**config.mk**
```make
export PLATFORM = sky130hd
export DESIGN_NAME = asp_port
export DESIGN_NICKNAME = d
export VERILOG_FILES = /design/src/hw/asp_pkg.sv /design/src/hw/asp_port.sv
export VERILOG_INCLUDE_DIRS = /design/src /design/src/hw
export SDC_FILE = /design/constraint.sdc
export NUM_CORES = 1
export LEC_CHECK = 0
export ABC_AREA = 1
export BUFFER_PORTS_ARGS = -buffer_cell sky130_fd_sc_hd__buf_2
export CORE_MARGIN = 1.5
export CORE_UTILIZATION = 59
export CTS_CLUSTER_SIZE = 24
export DETAILED_ROUTE_END_ITERATION = 12
export PLACE_DENSITY_LB_ADDON = 0.15
export SKIP_CTS_REPAIR_TIMING = 1
export SYNTH_ARGS = -nofsm -noshare
export SYNTH_HDL_FRONTEND = slang
export SYNTH_SLANG_ARGS = --single-unit
```
**constraint.sdc**
```tcl
create_clock -name pclk -period 3.3 [get_ports pclk]
set_input_delay 0.33 -clock pclk [delete_from_list [all_inputs] [get_ports pclk]]
set_output_delay 0.33 -clock pclk [all_outputs]
set_load 0.02 [all_outputs]
```
**src/hw/asp_defines.svh**
```systemverilog
// register offsets, field positions, reset values and timing counts of the serial port
`ifndef ASP_DEFINES_SVH
`define ASP_DEFINES_SVH
// register byte offsets, one aligned word each
`define ASP_OFF_TXSTAT 8'h00
`define ASP_OFF_RXSTAT 8'h04
`define ASP_OFF_BAUDCTL 8'h08
`define ASP_OFF_DIVLO 8'h0c
`define ASP_OFF_DIVHI 8'h10
`define ASP_OFF_TXDATA 8'h14
`define ASP_OFF_RXDATA 8'h18
`define ASP_OFF_IRQCTL 8'h1c
// transmit_status_control fields
`define ASP_TX_NINE 6
`define ASP_TX_EN 5
`define ASP_TX_SYNC 4
`define ASP_TX_IDLE 1
`define ASP_TX_NINTH 0
// receive_status_control fields
`define ASP_RX_SERIAL_PORT_ENABLE 7
`define ASP_RX_NINE 6
`define ASP_RX_CONTINUOUS_RECEIVE_ENABLE 4
`define ASP_RX_FRAMING_ERROR_STATUS 2
`define ASP_RX_OVERRUN_ERROR_STATUS 1
`define ASP_RX_NINTH 0
// baud_control fields
`define ASP_BD_INV 4
`define ASP_BD_WIDE 3
// interrupt control fields
`define ASP_IE_TX 0
`define ASP_IE_RX 1
`define ASP_IE_PERI 2
`define ASP_IE_GLOB 3
`define ASP_IF_TX 4
`define ASP_IF_RX 5
// reset values
`define ASP_RST_BYTE 8'h00
`define ASP_RST_DIV 8'h00
// oversampling timing, in 16x ticks
`define ASP_OS_LAST 4'hf
`define ASP_OS_HALF 4'h7
// data and stop centres fall a whole 16 ticks after the start check
`define ASP_OS_MID 4'h7
`define ASP_BITS8 4'ha
`define ASP_BITS9 4'hb
`endif

```
**src/hw/asp_pkg.sv**
```systemverilog
// types shared by the serial port design
package asp_pkg;
   typedef enum logic [1:0] {
      ASP_RX_IDLE = 2'b00,
      ASP_RX_START = 2'b01,
      ASP_RX_DATA = 2'b10,
      ASP_RX_STOP = 2'b11
   } asp_rx_state_e;
   typedef logic [9:0] asp_entry_t; // {framing error, ninth bit, data}
endpackage : asp_pkg

```
**src/hw/asp_port.sv**
```systemverilog
// asynchronous serial port: apb registers, transmitter and oversampled receiver
//
// Our own choices: the APB slave port and the register addresses.
`timescale 1ns/1ps
`default_nettype none
`include "asp_defines.svh"

// Notes on behaviour
// - in nine-bit mode a set ninth bit marks the byte as address
// - setting transmit enable asserts the transmit buffer empty flag
// - transmit interrupt fires while flag set and all three enables set
// - ninth bit loaded first; writing transmit data starts transmission
// - receive line sampled at sixteen times baud, shifter advances per bit
// - complete character moves at once into a two-entry fifo
// - fifo and shift register hidden; data only via receive data register
// - receiver runs only with receive enable, sync clear, port enable
// - start checked low at half bit, else silently dropped, resume watch
// - each data bit taken at centre by majority, shifted in
// - stop sampled one bit later; low sets framing error, high clears
// - after stop the character is pushed and pending flag set
// - reading receive data returns oldest character and removes it
// - while overrun stands no further characters are accepted
// - pending flag equals enabled and fifo not empty; software cannot touch
// - receive interrupt needs all three enables; flag ignores enables
// - frame is low start, eight or nine data bits, high stop, idle high
// - least significant bit first both ways, same rate; inversion acts on the transmit line only
// - buffer empty flag set when enabled and nothing waits; read-only
module asp_port #(
   parameter int DEPTH = 2
) (
   input wire logic pclk,
   input wire logic presetn,
   input wire logic psel,
   input wire logic penable,
   input wire logic pwrite,
   input wire logic [7:0] paddr,
   input wire logic [31:0] pwdata,
   output logic [31:0] prdata,
   output logic pready,
   output logic pslverr,
   input wire logic rx_line,
   output logic tx_line,
   output logic irq
);
   localparam int PW = (DEPTH > 1) ? $clog2(DEPTH) : 1;
   localparam int CW = $clog2(DEPTH + 1);

   function automatic logic majority(input logic a, input logic b, input logic c);
      majority = (a & b) | (a & c) | (b & c);
   endfunction : majority

   // ==========================================================
   // apb decode
   logic wr_en;
   logic rd_en;
   logic hit;
   assign wr_en = psel & penable & pwrite;
   assign rd_en = psel & penable & ~pwrite;
   assign hit = (paddr == `ASP_OFF_TXSTAT) | (paddr == `ASP_OFF_RXSTAT) |
                (paddr == `ASP_OFF_BAUDCTL) | (paddr == `ASP_OFF_DIVLO) |
                (paddr == `ASP_OFF_DIVHI) | (paddr == `ASP_OFF_TXDATA) |
                (paddr == `ASP_OFF_RXDATA) | (paddr == `ASP_OFF_IRQCTL);
   assign pready = 1'b1; // every access completes in its first access cycle
   assign pslverr = psel & penable & ~hit;

   // ==========================================================
   // control registers
   logic [7:0] txctl_r;
   logic [7:0] rxctl_r;
   logic [7:0] baud_r;
   logic [7:0] divlo_r;
   logic [7:0] divhi_r;
   logic [3:0] ie_r;
   logic serial_port_enable;
   logic tx_on;
   logic rx_on;
   assign serial_port_enable = rxctl_r[`ASP_RX_SERIAL_PORT_ENABLE];
   assign tx_on = txctl_r[`ASP_TX_EN] & ~txctl_r[`ASP_TX_SYNC] & serial_port_enable;
   assign rx_on = rxctl_r[`ASP_RX_CONTINUOUS_RECEIVE_ENABLE] & ~txctl_r[`ASP_TX_SYNC] & serial_port_enable;

   // software-writable fields only; status bits are never stored here
   always_ff @(posedge pclk or negedge presetn)
   begin
      if (!presetn)
      begin
         txctl_r <= `ASP_RST_BYTE;
         rxctl_r <= `ASP_RST_BYTE;
         baud_r <= `ASP_RST_BYTE;
         divlo_r <= `ASP_RST_DIV;
         divhi_r <= `ASP_RST_DIV;
         ie_r <= 4'h0;
      end
      else if (wr_en)
      begin
         if (paddr == `ASP_OFF_TXSTAT) txctl_r <= pwdata[7:0] & 8'h71;
         if (paddr == `ASP_OFF_RXSTAT) rxctl_r <= pwdata[7:0] & 8'hd0;
         if (paddr == `ASP_OFF_BAUDCTL) baud_r <= pwdata[7:0] & 8'h18;
         if (paddr == `ASP_OFF_DIVLO) divlo_r <= pwdata[7:0];
         if (paddr == `ASP_OFF_DIVHI) divhi_r <= pwdata[7:0];
         if (paddr == `ASP_OFF_IRQCTL) ie_r <= pwdata[3:0];
      end
   end

   // ==========================================================
   // 16x oversampling tick, shared by both directions
   logic [15:0] div;
   logic [15:0] os_cnt_r;
   logic tick;
   assign div = baud_r[`ASP_BD_WIDE] ? {divhi_r, divlo_r} : {8'h00, divlo_r};
   assign tick = serial_port_enable & (os_cnt_r >= div);

   always_ff @(posedge pclk or negedge presetn)
   begin
      if (!presetn) os_cnt_r <= 16'h0000;
      else if (!serial_port_enable || tick) os_cnt_r <= 16'h0000;
      else os_cnt_r <= os_cnt_r + 16'h0001;
   end

   // ==========================================================
   // transmitter: one-character buffer feeding the shift register
   logic tx_wr;
   logic [8:0] tbuf_r;
   logic tbuf_full_r;
   logic [10:0] tsr_r;
   logic [3:0] tbits_r;
   logic [3:0] tcnt_r;
   logic tbusy_r;
   logic tload;
   logic tbit_end;
   logic transmit_buffer_empty_flag;
   assign tx_wr = wr_en & (paddr == `ASP_OFF_TXDATA) & tx_on;
   assign tload = tx_on & tbuf_full_r & ~tbusy_r;
   assign tbit_end = tick & (tcnt_r == `ASP_OS_LAST);
   assign transmit_buffer_empty_flag = tx_on & ~tbuf_full_r;

   // ninth bit is captured with the byte, so it must be set up first
   always_ff @(posedge pclk or negedge presetn)
   begin
      if (!presetn)
      begin
         tbuf_r <= 9'h000;
         tbuf_full_r <= 1'b0;
      end
      else if (!tx_on) tbuf_full_r <= 1'b0;
      else if (tx_wr)
      begin
         tbuf_r <= {txctl_r[`ASP_TX_NINTH], pwdata[7:0]};
         tbuf_full_r <= 1'b1;
      end
      else if (tload) tbuf_full_r <= 1'b0;
   end

   // frame: start low, data lsb first, optional ninth, stop high
   always_ff @(posedge pclk or negedge presetn)
   begin
      if (!presetn)
      begin
         tsr_r <= 11'h7ff;
         tbits_r <= 4'h0;
         tcnt_r <= 4'h0;
         tbusy_r <= 1'b0;
      end
      else if (!tx_on)
      begin
         tsr_r <= 11'h7ff;
         tbusy_r <= 1'b0;
      end
      else if (tload)
      begin
         tsr_r <= {1'b1, txctl_r[`ASP_TX_NINE] ? tbuf_r[8] : 1'b1,
                   tbuf_r[7:0], 1'b0};
         tbits_r <= txctl_r[`ASP_TX_NINE] ? `ASP_BITS9 : `ASP_BITS8;
         tcnt_r <= 4'h0;
         tbusy_r <= 1'b1;
      end
      else if (tbusy_r && tick)
      begin
         tcnt_r <= tcnt_r + 4'h1;
         if (tbit_end)
         begin
            tsr_r <= {1'b1, tsr_r[10:1]};
            tbits_r <= tbits_r - 4'h1;
            if (tbits_r == 4'h1) tbusy_r <= 1'b0;
         end
      end
   end

   logic tx_raw;
   assign tx_raw = tbusy_r ? tsr_r[0] : 1'b1; // idle mark
   // inversion applies to idle too, as the far end expects a steady level
   always_ff @(posedge pclk or negedge presetn)
   begin
      if (!presetn) tx_line <= 1'b1;
      else tx_line <= tx_raw ^ baud_r[`ASP_BD_INV];
   end

   // ==========================================================
   // receiver state machine
   asp_pkg::asp_rx_state_e rst_r;
   asp_pkg::asp_rx_state_e rst_nxt;
   logic rx_prev_r;
   logic [3:0] rcnt_r;
   logic [3:0] rbits_r;
   logic [8:0] rsr_r;
   logic [1:0] smp_r;
   logic vote;
   logic at_mid;
   logic at_half;
   logic fall;
   logic overrun_error_status_r;
   logic push;
   logic full;
   logic [CW-1:0] cnt_r;
   assign vote = majority(smp_r[1], smp_r[0], rx_line);
   assign at_mid = tick & (rcnt_r == `ASP_OS_MID);
   assign at_half = tick & (rcnt_r == `ASP_OS_HALF);
   assign fall = rx_prev_r & ~rx_line;
   assign full = (cnt_r == CW'(DEPTH));

   // a standing overrun parks the receiver in idle
   always_comb
   begin
      rst_nxt = rst_r;
      unique case (rst_r)
         asp_pkg::ASP_RX_IDLE:
            if (fall && !overrun_error_status_r) rst_nxt = asp_pkg::ASP_RX_START;
         asp_pkg::ASP_RX_START:
            if (at_half) rst_nxt = rx_line ? asp_pkg::ASP_RX_IDLE
                                           : asp_pkg::ASP_RX_DATA;
         asp_pkg::ASP_RX_DATA:
            if (at_mid && rbits_r == 4'h1) rst_nxt = asp_pkg::ASP_RX_STOP;
         asp_pkg::ASP_RX_STOP:
            if (at_mid) rst_nxt = asp_pkg::ASP_RX_IDLE;
      endcase
      if (!rx_on) rst_nxt = asp_pkg::ASP_RX_IDLE;
   end

   // tick counter restarts at the edge, so count 7 is mid start bit
   always_ff @(posedge pclk or negedge presetn)
   begin
      if (!presetn)
      begin
         rst_r <= asp_pkg::ASP_RX_IDLE;
         rx_prev_r <= 1'b1;
         rcnt_r <= 4'h0;
         smp_r <= 2'b11;
      end
      else
      begin
         rst_r <= rst_nxt;
         rx_prev_r <= rx_line;
         if (rst_r == asp_pkg::ASP_RX_IDLE) rcnt_r <= 4'h0;
         else if (tick) rcnt_r <= rcnt_r + 4'h1;
         if (tick) smp_r <= {smp_r[0], rx_line};
      end
   end

   // data bits shift in lsb first from the top
   always_ff @(posedge pclk or negedge presetn)
   begin
      if (!presetn)
      begin
         rsr_r <= 9'h000;
         rbits_r <= 4'h0;
      end
      else if (rst_r == asp_pkg::ASP_RX_START)
         rbits_r <= rxctl_r[`ASP_RX_NINE] ? 4'h9 : 4'h8;
      else if (rst_r == asp_pkg::ASP_RX_DATA && at_mid)
      begin
         rsr_r <= {vote, rsr_r[8:1]};
         rbits_r <= rbits_r - 4'h1;
      end
   end

   // ==========================================================
   // receive fifo; data reachable only through the receive data register, head flags also read in receive status
   asp_pkg::asp_entry_t mem_r [DEPTH];
   asp_pkg::asp_entry_t head;
   asp_pkg::asp_entry_t entry;
   logic [PW-1:0] wp_r;
   logic [PW-1:0] rp_r;
   logic pop;
   logic stop_done;
   assign stop_done = (rst_r == asp_pkg::ASP_RX_STOP) & at_mid & rx_on;
   assign push = stop_done & ~full & ~overrun_error_status_r;
   assign pop = rd_en & (paddr == `ASP_OFF_RXDATA) & (cnt_r != '0);
   assign entry = rxctl_r[`ASP_RX_NINE] ? {~vote, rsr_r}
                                        : {~vote, 1'b0, rsr_r[8:1]};
   assign head = mem_r[rp_r];

   function automatic logic [PW-1:0] ptr_inc(input logic [PW-1:0] p);
      ptr_inc = (p == PW'(DEPTH - 1)) ? '0 : p + PW'(1);
   endfunction : ptr_inc

   always_ff @(posedge pclk)
   begin
      if (push) mem_r[wp_r] <= entry;
   end

   // port disable empties the fifo; receive enable alone does not
   always_ff @(posedge pclk or negedge presetn)
   begin
      if (!presetn)
      begin
         wp_r <= '0;
         rp_r <= '0;
         cnt_r <= '0;
      end
      else if (!serial_port_enable)
      begin
         wp_r <= '0;
         rp_r <= '0;
         cnt_r <= '0;
      end
      else
      begin
         if (push) wp_r <= ptr_inc(wp_r);
         if (pop) rp_r <= ptr_inc(rp_r);
         cnt_r <= cnt_r + CW'(push) - CW'(pop);
      end
   end

   // overrun: third whole character with the fifo full
   always_ff @(posedge pclk or negedge presetn)
   begin
      if (!presetn) overrun_error_status_r <= 1'b0;
      else if (!rx_on) overrun_error_status_r <= 1'b0;
      else if (stop_done && full) overrun_error_status_r <= 1'b1;
   end

   // ==========================================================
   // flags, interrupt and read mux
   logic receive_pending_flag;
   logic has_data;
   logic int_ok;
   assign has_data = (cnt_r != '0);
   assign receive_pending_flag = rx_on & has_data;
   assign int_ok = ie_r[`ASP_IE_GLOB] & ie_r[`ASP_IE_PERI];
   assign irq = int_ok & ((ie_r[`ASP_IE_TX] & transmit_buffer_empty_flag) |
                          (ie_r[`ASP_IE_RX] & receive_pending_flag));

   logic [7:0] rd_byte;
   always_comb
   begin
      rd_byte = 8'h00;
      unique case (paddr)
         `ASP_OFF_TXSTAT: rd_byte = txctl_r | {6'h00, ~tbusy_r, 1'b0};
         `ASP_OFF_RXSTAT: rd_byte = rxctl_r | {5'h00, has_data & head[9],
                                                overrun_error_status_r, has_data & head[8]};
         `ASP_OFF_BAUDCTL: rd_byte = baud_r;
         `ASP_OFF_DIVLO: rd_byte = divlo_r;
         `ASP_OFF_DIVHI: rd_byte = divhi_r;
         `ASP_OFF_RXDATA: rd_byte = has_data ? head[7:0] : 8'h00;
         `ASP_OFF_IRQCTL: rd_byte = {2'b00, receive_pending_flag, transmit_buffer_empty_flag, ie_r};
         default: rd_byte = 8'h00;
      endcase
   end
   assign prdata = {24'h000000, rd_byte};
endmodule : asp_port
`default_nettype wire
```
==> impl_results.md <==
- Result of the run: finished, final reports clean
- Relative contribution of sequential cells to total power: 0.446
- Highest achievable clock rate: 0.383 GHz
- Cells taking the most area after synthesis: sky130_fd_sc_hd__dfrtp_1 33%, sky130_fd_sc_hd__nand2_1 11%, sky130_fd_sc_hd__edfxtp_1 9.0%
- Number of distinct standard cells referenced by the synthesized netlist: 52
- Drc violations: 0
- Die Footprint: 12,000 sq um
- Layout fillers: 871
- Leftover overflow at the end of global routing: 0
- Kind of end point of the critical path: output port
- Least-Margin Pin Slew: 633 ps
- Top Usage Layer GRT: met2
- Cell count after synthesis: 790
- Number of cells on the worst reg-to-reg path: 11
- Area after detailed placement: 6870 sq um
- Number of antenna-violating nets in the routed design: 0
- Worst hold path type: input pin to register
- Worst ir drop on vdd: 446 uV
- Type of origin of the critical path: register
- Mean routed wirelength per cell: 14.9 um
- Fraction of post-synthesis cell area in the top cell type by area: 0.329
- Cell Area, Synth: 6690 sq um
- Cell Int Power: 2690 uW
- P&R area growth vs syn: 11.5%
- Sequential share of the synthesized area: 0.474
- CTS H-Tree Depth: 4
- Area of all placed cells without fillers: 7460 sq um
- Leading cell types in the layout, fill and taps excluded: 198 x sky130_fd_sc_hd__nand2_1, 103 x sky130_fd_sc_hd__inv_1, 88 x sky130_fd_sc_hd__dfrtp_1, 55 x sky130_fd_sc_hd__nor2_1, 53 x sky130_fd_sc_hd__o21ai_0
- Detailed-placement wirelength estimate: 10,600 um
- Capture point of the worst reg-to-reg path: mem_r[0][7]
- Worst hold path cell count: 1
- Layout cells sized above 1: 0.162
- Launch instance of the worst min-delay path: rx_line
- Aggregate global-route resource usage: 0.265
- Number of flops mapped to enable cells by yosys: 20
- Number of buffers between clock root and the deepest sink: 2
- Cell taking the most area after synthesis: sky130_fd_sc_hd__dfrtp_1
- Switching power: 808 uW
- Arrival @ worst endpoint: 2280 ps
- Clock power frac: 0.515
- First-pass GRT wire length: 24,100 um
- Comb pwr share: 0.039
- Area of the multi-input gates: 2900 sq um
- Layout net count: 900
- Mean Syn Cell Area: 8.47 sq um
- Post-synthesis sequential element count: 122
- Number of antenna cells inserted: 0
- Met3 Use GR: 0.0711
- Setup repair after global routing missed its margin: false
- Static leakage power: 0.00345 uW
- GP Congestion: 0.955
- Detail-routed via count per cell: 5.42
- Max-slew violation total from the final report: 0
- Required arrival time at the worst endpoint: 2970 ps
- Biggest fanout along the worst timing path: 13
- Number of global-route vias before repair: 5,089
- Final Hold Vio Count: 0
- Number of warnings issued by yosys: 0
- Net switching fraction of the power: 0.231
- Met1 Resource Use GR: 0.343
- Via count: 5,325
- Number of iterations in the first detailed-routing pass: 5
- Sequential Area: 3170 sq um
- Source-to-sink clock delay at the later pin of the worst-skew pair: 410 ps
- Hold EP: rx_prev_r
- Starting density of the core: 0.612
- Row cnt: 38
- CTS Root Buffer Type: sky130_fd_sc_hd__clkbuf_16
- Initial antenna violation count: 0
- Final Critical Period: 2610 ps
- Largest net degree at the start of global routing: 57
- Critical path type: register to output port
- CTS tree: done
- R2R Setup Slk: 710 ps
- CTS Sinks: 122
- Reg clk slew, reported paths: 60 ps
- Commonest non-fill, non-tap cell in the layout: sky130_fd_sc_hd__nand2_1
- GR Layer Usage met2: 0.429
- Chip Height: 109 um
- Die width: 109 um
- Final total negative setup slack: 0 ps
- Number of buffers added by the clock tree synthesis step: 17
- Buffers on Ports: 32
- Dominant synthesized flop cell: sky130_fd_sc_hd__dfrtp_1
- Ratio of final minimum period to clock period: 0.791
- Number of top-level pins: 82
- Floorplan Core Area: 10,900 sq um
- Power density normalized to cell area: 469 nW/um^2
- Fraction of registers with async set or reset after synthesis: 0.836
- Worst max-slew margin expressed relative to the limit: 0.578
- Startpoint of the worst-slack reg-to-reg timing path: baud_r[3]
- Total wire length: 14,600 um
- Clock skew: 7.03 ps
- Max Cap Violations: 0
- Detailed Route Iter0 Violations: 293
- Final setup vio count: 0
registers in the layout, summed over array words and instances (netlist names), 3 cells and up:
| register | flops |
|---|---|
| os_cnt_r | 16 |
| rsr_r | 9 |
| tbuf_r | 9 |
| tbits_r | 4 |
| tsr_r | 10 |
| rxctl_r | 3 |
| divhi_r | 8 |
| rbits_r | 4 |
| txctl_r | 4 |
| mem_r | 20 |
| tcnt_r | 4 |
| ie_r | 4 |
| rcnt_r | 4 |
| divlo_r | 8 |
power groups by stage:
stage | registers [uW] | clock network, uW | logic [uW]
after detailed placement | 1590 | 0 | 135
after CTS | 1560 | 1810 | 137
after global routing | 1560 | 1890 | 155
final | 1560 | 1800 | 136
after floorplan | 1580 | 0 | 95.5
after global placement | 1590 | 0 | 130
routing by layer:
layer	wire, um	vias up	part of all wire
met5	0	-	0
met4	272	0	0.019
met2	7000	164	0.48
li1	-	2610	-
met3	909	24	0.062
met1	6460	2527	0.44
cells in the mapped netlist, types with 5 or more instances:
cell	number
sky130_fd_sc_hd__a21oi_1	24
sky130_fd_sc_hd__a221oi_1	5
sky130_fd_sc_hd__buf_2	5
sky130_fd_sc_hd__buf_4	27
sky130_fd_sc_hd__clkbuf_1	5
sky130_fd_sc_hd__dfrtp_1	88
sky130_fd_sc_hd__dfstp_2	14
sky130_fd_sc_hd__edfxtp_1	20
sky130_fd_sc_hd__ha_1	25
sky130_fd_sc_hd__inv_1	103
sky130_fd_sc_hd__nand2_1	198
sky130_fd_sc_hd__nand2_2	6
sky130_fd_sc_hd__nand3_1	23
sky130_fd_sc_hd__nand3_2	5
sky130_fd_sc_hd__nand4_1	13
sky130_fd_sc_hd__nor2_1	55
sky130_fd_sc_hd__nor3_1	15
sky130_fd_sc_hd__o21ai_0	53
sky130_fd_sc_hd__o21ai_1	25
sky130_fd_sc_hd__o21ai_2	19
sky130_fd_sc_hd__xor2_1	9
area by class of cell:
cell class / instances / share of cell area
Clock buffer: 18 / 0.0575
Clock inverter: 14 / 0.0203
Inverter: 109 / 0.0550
Multi-Input combinational cell: 541 / 0.389
Sequential cell: 122 / 0.425
Tap cell: 140 / 0.0235
Timing Repair Buffer: 38 / 0.0298
worst max path at each step:
stage | start | cells past startpoint | slack, ps | endpoint
3_3_place_gp | baud_r[3] | 11 | 770 | mem_r[0][5]
5_1_grt | baud_r[3] | 11 | 470 | mem_r[0][7]
2_1_floorplan | baud_r[3] | 11 | 770 | mem_r[1][0]
6_report | rp_r | 5 | 690 | prdata[2]
4_1_cts | baud_r[3] | 11 | 680 | mem_r[0][7]
3_5_place_dp | baud_r[3] | 11 | 700 | mem_r[1][5]
metrics by stage:
stage          setup WS, ps  utilization  std cells  total power (uW)  hold slack [ps]
3_5_place_dp            705        0.628        949              1720              388
3_3_place_gp            768        0.628        949              1720              383
6_report                690        0.682        982              3500             59.7
2_1_floorplan           772            -        813              1680             34.4
5_1_grt                 466        0.682        982              3600             54.6
4_1_cts                 680        0.681        981              3510            -40.3
critical path: stages, from the launching register on:
cell	delay [ps]
sky130_fd_sc_hd__dfrtp_1	600
sky130_fd_sc_hd__clkinv_1	340
sky130_fd_sc_hd__or2_2	350
sky130_fd_sc_hd__o2111ai_1	150
sky130_fd_sc_hd__o2111ai_1	220
sky130_fd_sc_hd__buf_2	210
cells by family after synthesis:
kind of cell               Yosys count  synth area share
AOI/OAI and AO/OA                  141             0.125
xor gates and xnor gates            13            0.0170
adders and majority gates           25            0.0468
buffers and inverters              150             0.105
DFF                                122             0.474
muxes                                1           0.00150
other                                2           0.00112
and+or+nand+nor                    336             0.229
Power figures use the tool's default switching activity.
